**src/pkg/switch_regs_consts.vh**
```
// constants for the unknown-destination, led mode and pause source address registers
// assumes word-aligned registers on a 32-bit ahb-lite bus, byte address = 4 * index
`ifndef SWITCH_REGS_CONSTS_VH
`define SWITCH_REGS_CONSTS_VH

// register indices, haddr[7:2] carries the index
`define IDX_W               6
`define IDX_CTRL            6'h0E
`define IDX_PAUSE_SA_HIGH   6'h10
`define IDX_PAUSE_SA_MID    6'h12
`define IDX_PAUSE_SA_LOW    6'h14

// control register field positions
`define CTRL_LED_MODE_HI    9
`define CTRL_LED_MODE_LO    8
`define CTRL_UNK_EN_BIT     7
`define CTRL_PORT_MASK_HI   2
`define CTRL_PORT_MASK_LO   0
// bits that software can write; drive strength bits 6-5 are not held
`define CTRL_WR_MASK        16'hFF9F
`define CTRL_RESET          16'h0807

// pause source address reset values
`define PAUSE_SA_LOW_RESET  16'hFFFF

// led mode codes
`define LED_MODE_SPD_LNKACT 2'h0
`define LED_MODE_ACT_LNK    2'h1
`define LED_MODE_FDX_LNKACT 2'h2
`define LED_MODE_FDX_LNK    2'h3

// ahb-lite encodings
`define HTRANS_NONSEQ_BIT   1
`define HRESP_OKAY          1'h0

`endif

```
**src/core/led_mode_mux.v**
```verilog
// led source selection for one switch port, registered outputs
// assumes the port status inputs are synchronous to hclk
`timescale 1ns/1ps
`default_nettype none
`include "switch_regs_consts.vh"

module led_mode_mux (
  // clock and reset
  input  wire       hclk,
  input  wire       hresetn,
  // mode from the control register
  input  wire [1:0] led_mode,
  // port status
  input  wire       port_speed_100,
  input  wire       port_link,
  input  wire       port_activity,
  input  wire       port_full_duplex,
  // led drive, 1 = lit
  output reg        port_led_output_one,
  output reg        port_led_output_zero
);

  reg led1_nxt;
  reg led0_nxt;
  reg lnkact;

  // link-with-activity blinks off while activity is seen
  always @*
  begin
    lnkact = port_link & ~port_activity;
    led1_nxt = 1'b0;
    led0_nxt = 1'b0;
    case (led_mode)
      `LED_MODE_SPD_LNKACT:
      begin
        led1_nxt = port_speed_100;
        led0_nxt = lnkact;
      end
      `LED_MODE_ACT_LNK:
      begin
        led1_nxt = port_activity;
        led0_nxt = port_link;
      end
      `LED_MODE_FDX_LNKACT:
      begin
        led1_nxt = port_full_duplex;
        led0_nxt = lnkact;
      end
      default:
      begin
        led1_nxt = port_full_duplex;
        led0_nxt = port_link;
      end
    endcase
  end

  // registered so the pins never glitch on a mode change
  always @(posedge hclk or negedge hresetn)
  begin
    if (!hresetn)
    begin
      port_led_output_one  <= 1'b0;
      port_led_output_zero <= 1'b0;
    end
    else
    begin
      port_led_output_one  <= led1_nxt;
      port_led_output_zero <= led0_nxt;
    end
  end

endmodule
`default_nettype wire

```
**src/core/switch_unknown_da_pause_mac_regs.v**
```verilog
// register slice for unknown-destination forwarding, led mode and pause source address
// assumes one ahb-lite master, word transfers only, and a lookup engine on hclk
// Function
// - enable sends unknown destinations to default mask
// - three-bit rw default mask, resets all ones
// - mac address split high, mid, low words
// - pause frames use programmed mac address
// - low address word resets to all ones
// - two-bit led mode selects led sources
//
// Local design decision: register access over AHB-Lite.
`timescale 1ns/1ps
`default_nettype none
`include "switch_regs_consts.vh"

module switch_unknown_da_pause_mac_regs #(
  parameter        NUM_PORTS         = 3,
  // arbitrary neutral reset values for the upper address words
  parameter [15:0] PAUSE_SA_HIGH_RST = 16'h0200,
  parameter [15:0] PAUSE_SA_MID_RST  = 16'h0000
) (
  // clock and reset
  input  wire                 hclk,
  input  wire                 hresetn,
  // ahb-lite slave
  input  wire                 hsel,
  input  wire [7:0]           haddr,
  input  wire [1:0]           htrans,
  input  wire                 hwrite,
  input  wire [2:0]           hsize,
  input  wire [31:0]          hwdata,
  input  wire                 hready,
  output wire                 hreadyout,
  output wire                 hresp,
  output reg  [31:0]          hrdata,
  // lookup result from the address table
  input  wire                 lookup_valid,
  input  wire                 lookup_miss,
  input  wire [NUM_PORTS-1:0] lookup_port_mask,
  // forwarding decision
  output reg                  fwd_valid_r,
  output reg  [NUM_PORTS-1:0] fwd_port_mask_r,
  // pause generator
  input  wire                 pause_frame_start,
  output reg  [47:0]          pause_frame_sa_r,
  output wire [47:0]          switch_station_address,
  // port status for the leds, two phy ports
  input  wire [1:0]           port_speed_100,
  input  wire [1:0]           port_link,
  input  wire [1:0]           port_activity,
  input  wire [1:0]           port_full_duplex,
  output wire [1:0]           port_led_output_one,
  output wire [1:0]           port_led_output_zero
);

  // registers and their next values
  reg  [15:0] ctrl_r;
  reg  [15:0] ctrl_nxt;
  reg  [15:0] sa_high_r;
  reg  [15:0] sa_high_nxt;
  reg  [15:0] sa_mid_r;
  reg  [15:0] sa_mid_nxt;
  reg  [15:0] sa_low_r;
  reg  [15:0] sa_low_nxt;

  // pending write captured in the address phase
  reg                wr_pend_r;
  reg [`IDX_W-1:0]   wr_idx_r;

  wire               addr_take;
  wire [`IDX_W-1:0]  addr_idx;
  wire               unk_en;
  wire [1:0]         led_mode;
  wire [NUM_PORTS-1:0] dflt_mask;

  // index match on a word address
  function hit;
    input [`IDX_W-1:0] idx;
    input [`IDX_W-1:0] reg_idx;
    begin
      hit = (idx == reg_idx);
    end
  endfunction

  // read mux; unmapped indices read as zero, upper half always zero
  function [31:0] read_word;
    input [`IDX_W-1:0] idx;
    input [15:0]       ctrl;
    input [15:0]       hi;
    input [15:0]       mid;
    input [15:0]       lo;
    begin
      read_word = 32'h00000000;
      if (hit(idx, `IDX_CTRL))
        read_word = {16'h0000, ctrl};
      else if (hit(idx, `IDX_PAUSE_SA_HIGH))
        read_word = {16'h0000, hi};
      else if (hit(idx, `IDX_PAUSE_SA_MID))
        read_word = {16'h0000, mid};
      else if (hit(idx, `IDX_PAUSE_SA_LOW))
        read_word = {16'h0000, lo};
    end
  endfunction

  // zero wait states and always okay; nothing on this slave can stall
  assign hreadyout = 1'b1;
  assign hresp     = `HRESP_OKAY;

  assign addr_take = hsel & hready & htrans[`HTRANS_NONSEQ_BIT];
  assign addr_idx  = haddr[7:2];

  // address phase bookkeeping for writes
  always @(posedge hclk or negedge hresetn)
  begin
    if (!hresetn)
    begin
      wr_pend_r <= 1'b0;
      wr_idx_r  <= {`IDX_W{1'b0}};
    end
    else if (hready)
    begin
      wr_pend_r <= addr_take & hwrite;
      wr_idx_r  <= addr_idx;
    end
  end

  // write data lands in the data phase; unmapped writes are dropped
  always @*
  begin
    ctrl_nxt    = ctrl_r;
    sa_high_nxt = sa_high_r;
    sa_mid_nxt  = sa_mid_r;
    sa_low_nxt  = sa_low_r;
    if (wr_pend_r)
    begin
      if (hit(wr_idx_r, `IDX_CTRL))
        ctrl_nxt = hwdata[15:0] & `CTRL_WR_MASK;
      if (hit(wr_idx_r, `IDX_PAUSE_SA_HIGH))
        sa_high_nxt = hwdata[15:0];
      if (hit(wr_idx_r, `IDX_PAUSE_SA_MID))
        sa_mid_nxt = hwdata[15:0];
      if (hit(wr_idx_r, `IDX_PAUSE_SA_LOW))
        sa_low_nxt = hwdata[15:0];
    end
  end

  // register storage
  always @(posedge hclk or negedge hresetn)
  begin
    if (!hresetn)
    begin
      ctrl_r    <= `CTRL_RESET;
      sa_high_r <= PAUSE_SA_HIGH_RST;
      sa_mid_r  <= PAUSE_SA_MID_RST;
      sa_low_r  <= `PAUSE_SA_LOW_RESET;
    end
    else
    begin
      ctrl_r    <= ctrl_nxt;
      sa_high_r <= sa_high_nxt;
      sa_mid_r  <= sa_mid_nxt;
      sa_low_r  <= sa_low_nxt;
    end
  end

  // read data is sampled from the next values, so a read right after a
  // write to the same word already sees the new contents
  always @(posedge hclk or negedge hresetn)
  begin
    if (!hresetn)
      hrdata <= 32'h00000000;
    else if (addr_take & ~hwrite)
      hrdata <= read_word(addr_idx, ctrl_nxt, sa_high_nxt, sa_mid_nxt, sa_low_nxt);
  end

  // field extraction
  assign unk_en    = ctrl_r[`CTRL_UNK_EN_BIT];
  assign led_mode  = ctrl_r[`CTRL_LED_MODE_HI:`CTRL_LED_MODE_LO];
  assign dflt_mask = ctrl_r[`CTRL_PORT_MASK_LO+NUM_PORTS-1:`CTRL_PORT_MASK_LO];

  // forwarding decision, one cycle after each lookup result
  always @(posedge hclk or negedge hresetn)
  begin
    if (!hresetn)
    begin
      fwd_valid_r     <= 1'b0;
      fwd_port_mask_r <= {NUM_PORTS{1'b0}};
    end
    else
    begin
      fwd_valid_r <= lookup_valid;
      if (lookup_valid)
      begin
        if (lookup_miss & unk_en)
          fwd_port_mask_r <= dflt_mask;
        else
          fwd_port_mask_r <= lookup_port_mask;
      end
    end
  end

  // the live address, high word in the top bits
  assign switch_station_address = {sa_high_r, sa_mid_r, sa_low_r};

  // snapshot at frame start so a rewrite mid-frame cannot split the address
  always @(posedge hclk or negedge hresetn)
  begin
    if (!hresetn)
      pause_frame_sa_r <= {PAUSE_SA_HIGH_RST, PAUSE_SA_MID_RST, `PAUSE_SA_LOW_RESET};
    else if (pause_frame_start)
      pause_frame_sa_r <= switch_station_address;
  end

  // one led selector per phy port
  genvar p;
  generate
    for (p = 0; p < 2; p = p + 1)
    begin : g_led
      led_mode_mux u_led (
        .hclk                 (hclk),
        .hresetn              (hresetn),
        .led_mode             (led_mode),
        .port_speed_100       (port_speed_100[p]),
        .port_link            (port_link[p]),
        .port_activity        (port_activity[p]),
        .port_full_duplex     (port_full_duplex[p]),
        .port_led_output_one  (port_led_output_one[p]),
        .port_led_output_zero (port_led_output_zero[p])
      );
    end
  endgenerate

  // hsize is accepted but not checked: only whole-word transfers occur
  wire unused_ok = &{1'b0, hsize, hwdata[31:16], haddr[1:0]};

endmodule
`default_nettype wire

```
**config.mk**
```make
export PLATFORM = sky130hd
export DESIGN_NAME = switch_unknown_da_pause_mac_regs
export DESIGN_NICKNAME = d
export VERILOG_FILES = /design/src/core/led_mode_mux.v /design/src/core/switch_unknown_da_pause_mac_regs.v
export VERILOG_INCLUDE_DIRS = /design/src /design/src/pkg
export SDC_FILE = /design/constraint.sdc
export NUM_CORES = 1
export LEC_CHECK = 0
export BUFFER_PORTS_ARGS = -buffer_cell sky130_fd_sc_hd__buf_2
export CAP_MARGIN = 20
export CELL_PAD_IN_SITES_DETAIL_PLACEMENT = 1
export CELL_PAD_IN_SITES_GLOBAL_PLACEMENT = 1
export CORE_AREA = 4 4 125 127
export DETAILED_ROUTE_END_ITERATION = 10
export DIE_AREA = 0 0 129 131
export HOLD_SLACK_MARGIN = 0.12
export PLACE_DENSITY_LB_ADDON = 0.1
export SYNTH_ARGS = -nofsm -noshare
export SYNTH_HDL_FRONTEND = slang
export SYNTH_SLANG_ARGS = --single-unit
```
**constraint.sdc**
```tcl
create_clock -name hclk -period 6.5 [get_ports hclk]
set_input_delay 1.625 -clock hclk [delete_from_list [all_inputs] [get_ports hclk]]
set_output_delay 1.625 -clock hclk [all_outputs]
set_load 0.02 [all_outputs]
```
# [Yosys cells after proc, flatten, opt, wreduce, memory -nomap -nowiden]
# Index checks and enable logic that the tools add are counted.
[totals] word_cells=53 reg_bits=159 in_bits=64 output_inout_bits=138
[classes] muxes=17 n_eq_ne=10 n_bitwise=10 reduce_logical=2
[op_table] cell="16-bit 2-to-1 mux" count=12
[op_table] cell="6-bit by 5-bit == test with 1-bit output, second input constant" count=6
[op_table] cell="6-bit by 4-bit == test with 1-bit output, second input constant" count=2
[op_table] cell="1-bit AND" count=7
[op_table] cell="1-bit case mux with 2 select lines" count=2
[op_table] cell="3-bit 2-to-1 mux" count=1
[op_table] cell="1-bit NOT" count=3
[op_table] cell="2-bit by 1-bit == test with 1-bit output, second input constant" count=1
[op_table] cell="2-bit == test, second input constant" count=1
[op_table] cell="2-bit zero test" count=1
[op_table] cell="1-bit 2-to-1 mux" count=2
[op_table] cell="2-bit OR reduction" count=1

# [Depth between registers and ports, before layout]
[depth] depth_word=7 mapped_depth=7 mapped_depth_nobuf=5

# [By module]
# From an unflattened synthesis, not the netlist that was laid out.
[hier_totals] hier_cells=464 area_unflattened_um2=6107.1
[modules_own_cells] module="switch_unknown_da_pause_mac_regs" seq_area_each_um2=3525.9 cells_per_inst=450 area_per_inst_um2=5947.0 n_inst=1
[modules_own_cells] module="led_mode_mux" seq_area_each_um2=50.0 cells_per_inst=7 area_per_inst_um2=80.1 n_inst=2

# [Worst setup path after synthesis]
# Ideal clock, no wire load.
[synth_path] kind="input to register" from="in haddr[5]" to="reg hrdata[13]" t_arrival_ps=3000 path_stages=7 t_required_ps=6410 n_path_buf=2 slack_ps=3410 setup_ps=90 cell_sequence="nor3b_1 -> nor2b_1 -> and2_1 -> clkbuf_1 -> clkbuf_1 -> a22oi_1 -> o221ai_1"
[synth_between] elab_chain_cells=5 elab_cells_between_ends=8 cone_classes="eq/ne (4); mux (4)"
[synth_rtl] item="from (decl)" line_no="switch_unknown_da_pause_mac_regs.v:27" rtl="input wire [7:0] haddr,"
[synth_rtl] item="6-bit by 5-bit == test with 1-bit output" line_no="switch_unknown_da_pause_mac_regs.v:81" rtl="hit = (idx == reg_idx);"
[synth_rtl] item="16-bit 2-to-1 mux" line_no="switch_unknown_da_pause_mac_regs.v:100" rtl="else if (hit(idx, `IDX_PAUSE_SA_LOW))"
[synth_rtl] item="16-bit 2-to-1 mux" line_no="switch_unknown_da_pause_mac_regs.v:98" rtl="else if (hit(idx, `IDX_PAUSE_SA_MID))"
[synth_rtl] item="16-bit 2-to-1 mux" line_no="switch_unknown_da_pause_mac_regs.v:96" rtl="else if (hit(idx, `IDX_PAUSE_SA_HIGH))"
[synth_rtl] item="16-bit 2-to-1 mux (*)" line_no="switch_unknown_da_pause_mac_regs.v:94" rtl="if (hit(idx, `IDX_CTRL))"
[synth_rtl] item="to (signal assigned)" line_no="switch_unknown_da_pause_mac_regs.v:173" rtl="hrdata <= read_word(addr_idx, ctrl_nxt, sa_high_nxt, sa_mid_nxt, sa_low_nxt);"
[synth_rtl] item="to (decl)" line_no="switch_unknown_da_pause_mac_regs.v:35" rtl="output reg [31:0] hrdata,"
# Mark *: on every way between the ends. The rest lies on a longest branch, timed or not.
# A chain may end at the register's enable or synchronous reset.

# [Worst setup path in the final report]
[layout_path] from="in haddr[5]" to="reg hrdata[6]"
# The elaborated chain is that of the path after synthesis.

==> results.sh <==
export IMPL_drc=0
export IMPL_dp_hpwl_um=12200
export IMPL_antenna_left=0
export IMPL_setup_tns_ns=0
export IMPL_endpoint="hrdata[6]$_DFFE_PN0P_"
export IMPL_tightestPinTransition_ns=0.838
export IMPL_ys_seq_elements=143
export IMPL_dp_cells=795
export IMPL_cts_reportedPaths_clkPinSlew_ns=0.06
export IMPL_switchingPower_uw=704
export IMPL_timing_final_ws_setup_ns=3.15
export IMPL_grt_antenna_before_repair=0
export IMPL_diodes=0
export IMPL_fp_dieH_um=131
export IMPL_ys_types=41
export IMPL_routedWlPerCell_um=21.4
export IMPL_power_frac_comb_pct=16.1
export IMPL_netlist_instances=474
export IMPL_nets=695
export IMPL_finalCritPeriodShare_pct=51.5
export IMPL_max_slew_margin_pct=44.1
export IMPL_dieArea_mm2=0.0169
export IMPL_cts_tree="yes"
export IMPL_design_area_mm2=0.00772
export IMPL_worstSetupStartpointType="primary input"
export IMPL_endpoint_kind="flop"
export IMPL_htreeDepth=4
export IMPL_finalNonFillerCells=828
export IMPL_root_buffer="clkbuf_16"
export IMPL_pwr_share_clk_pct=41.7
export IMPL_r2r_start="wr_idx_r[4]$_DFFE_PN0P_"
export IMPL_place_area_mm2=0.00703
export IMPL_setup_viol=0
export IMPL_chipWidth_um=129
export IMPL_whs_ns=0.489
export IMPL_ys_warn_count=0
export IMPL_clk_path_buf_depth=2
export IMPL_synthToLayoutAreaGrowth_pct=25.4
export IMPL_finalMaxSlewViolations=0
export IMPL_r2r_slack_ns=3.33
export IMPL_switching_share_pct=27.2
export IMPL_place_congestion=0.775
export IMPL_track_usage_pct=21.7
export IMPL_p_leak_nw=3.70
export IMPL_globalRouteOverflowTotal=0
export IMPL_fillers=1543
export IMPL_skew_ns=0.00557
export IMPL_synth_area_mm2=0.00615
export IMPL_drive_above_1_share_pct=51.4
export IMPL_min_path_type="reg2reg"
export IMPL_numCtsBuffers=17
export IMPL_first_pass_iters=4
export IMPL_start_util_pct=42.7
export IMPL_grt_pass1_vias=4965
export IMPL_worstPathRequired_ns=6.82
export IMPL_ctsResizeCount=0
export IMPL_port_buffers=161
export IMPL_wirelength_um=17700
export IMPL_reg2regPathDepth=6
export IMPL_ir_worst_vdd_mv=0.194
export IMPL_rows=44
export IMPL_clkSinkCount=143
export IMPL_rsz0062_at_grt="false"
export IMPL_min_period_ns=3.35
export IMPL_cp_max_fo=16
export IMPL_final_common_cell="buf_2"
export IMPL_startpoint="haddr[5]"
export IMPL_internal_power_mw=1.88
export IMPL_worstPathArrival_ns=3.67
export IMPL_cap_violations=0
export IMPL_p_per_area_mw_per_mm2=335
export IMPL_drt_iter0_markers=176
export IMPL_ys_seq_area_share_pct=58.9
export IMPL_vias=4415
export IMPL_detail_route_vias_per_cell=5.33
export IMPL_status="complete, no violations"
export IMPL_clkLatencyLatePin_ns=0.42
export IMPL_max_freq_ghz=0.299
export IMPL_r2r_end="hrdata[11]$_DFFE_PN0P_"
export IMPL_syn_avg_cell_area_um2=13.0
export IMPL_core_area_mm2=0.0144
export IMPL_hold_buffers=0
export IMPL_layout_common_cells="160 x buf_2, 105 x dfrtp_1, 90 x mux2_2"
export IMPL_hold_viol_final=0
export IMPL_critPathKind="in2reg"
export IMPL_cts_setup_buffers=0
export IMPL_p_seq_share_pct=42.2
export IMPL_boundaryPins=202
export IMPL_grt_pass1_wl_um=27800
export IMPL_grt_start_max_net_pins=81
export IMPL_place_ws_ns=2.75
-- worst min-delay path by stage --
stage / from / to / depth (start not counted)
final: ctrl_r[3]$_DFF_PN0_ / ctrl_r[3]$_DFF_PN0_ / 2
after global routing: ctrl_r[5]$_DFF_PN0_ / ctrl_r[5]$_DFF_PN0_ / 1
after CTS: ctrl_r[13]$_DFF_PN0_ / ctrl_r[13]$_DFF_PN0_ / 2
after detailed placement: ctrl_r[3]$_DFF_PN0_ / ctrl_r[3]$_DFF_PN0_ / 2
after global placement: ctrl_r[13]$_DFF_PN0_ / ctrl_r[13]$_DFF_PN0_ / 2
after floorplan: ctrl_r[12]$_DFF_PN0_ / ctrl_r[12]$_DFF_PN0_ / 2
-- critical path, stage by stage --
cell and delay (ns):
buf_2 0.11, nor3b_1 0.33, nor2b_1 0.39, and2_1 0.74, a22oi_1 0.20, o21ai_0 0.26
-- stage by stage --
step           total power [mW]  util, %
2_1_floorplan              1.35        -
3_3_place_gp               1.51     48.7
3_5_place_dp               1.53     48.8
4_1_cts                    2.61     53.3
5_1_grt                    2.70     53.5
6_report                   2.59     53.5
-- layout make-up --
| type | count | area (µm²) | share of cell area (%) |
|---|---|---|---|
| clock buffers | 21 | 470 | 6.10 |
| clock inverters | 11 | 185 | 2.40 |
| inverters | 21 | 78.8 | 1.02 |
| multi-input cells | 281 | 2240 | 29.1 |
| flip-flops and latches | 143 | 3630 | 47.0 |
| well taps | 184 | 230 | 2.98 |
| repair buffers | 167 | 881 | 11.4 |
-- power groups by stage --
stage               registers, mW  clock network (mW)  logic (mW)
floorplan                    1.20                   0       0.155
global placement             1.10                   0       0.408
detailed placement           1.11                   0       0.418
CTS                          1.10                1.09       0.421
global route                 1.11                1.14       0.452
finish                       1.09                1.08       0.415
-- synthesized netlist by cell type --
cell       count  area share (%)
mux2_2        90              16
nor4bb_1       2            0.33
inv_1         21             1.3
nand2_1       25             1.5
clkbuf_2       1           0.081
dfrtp_1      105              43
nor3_2         1            0.16
nand3_1        1           0.081
o2bb2ai_1      1            0.14
nand3b_4       1            0.33
o21a_1         1            0.12
o221ai_1      12             1.7
conb_1         2            0.12
and2_1         2            0.20
nand2b_1       3            0.31
buf_2          1           0.081
nor4b_4        1            0.39
a21oi_1        6            0.49
o211ai_1       7            0.85
a22oi_1        7            0.85
and3_1         7            0.71
nand4bb_1      1            0.18
a21boi_0       2            0.24
dfstp_2       38              16
nand4_1        8            0.81
nor3b_2        1            0.20
a32oi_1        2            0.28
a221o_1        1            0.16
nor2_1         6            0.37
nor3b_1        1            0.12
and4_1         1            0.14
buf_4         26             3.2
o21ai_0       40             3.3
nand4b_1       1            0.14
a311oi_1       2            0.28
mux2i_1       17             2.8
clkbuf_1      17             1.0
a2bb2oi_1      6            0.85
nor2b_1        5            0.51
or4b_2         1            0.16
nand3b_1       1            0.12
-- kinds of logic (layout without fill, tap and decap cells) --
family | count (synthesis) | in the layout | synth area share, %
AO/OA/AOI/OAI | 87 | 87 | 9.25
buffers and inverters | 66 | 220 | 5.65
flip-flops | 143 | 143 | 58.9
multiplexers | 107 | 107 | 19.2
other | 2 | 18 | 0.122
AND/OR/NAND/NOR | 69 | 69 | 6.79
-- per-layer routing --
layer  track usage [%]  share of wire [%]  up-vias
met3              5.53                6.2       28
met5                 0                  0        -
met2              36.8                 50      141
li1                  -                  -     1978
met1              26.5                 41     2268
met4              8.96                2.2        0
-- registers in the layout, indices dropped and copies added, names as in the netlist, 3 cells and up --
| register | cells |
|---|---|
| hrdata | 16 |
| ctrl_r | 16 |
| sa_high_r | 16 |
| pause_frame_sa_r | 48 |
| sa_mid_r | 16 |
| sa_low_r | 16 |
| wr_idx_r | 6 |
| fwd_port_mask_r | 3 |
(Power assumes the default switching activity.)
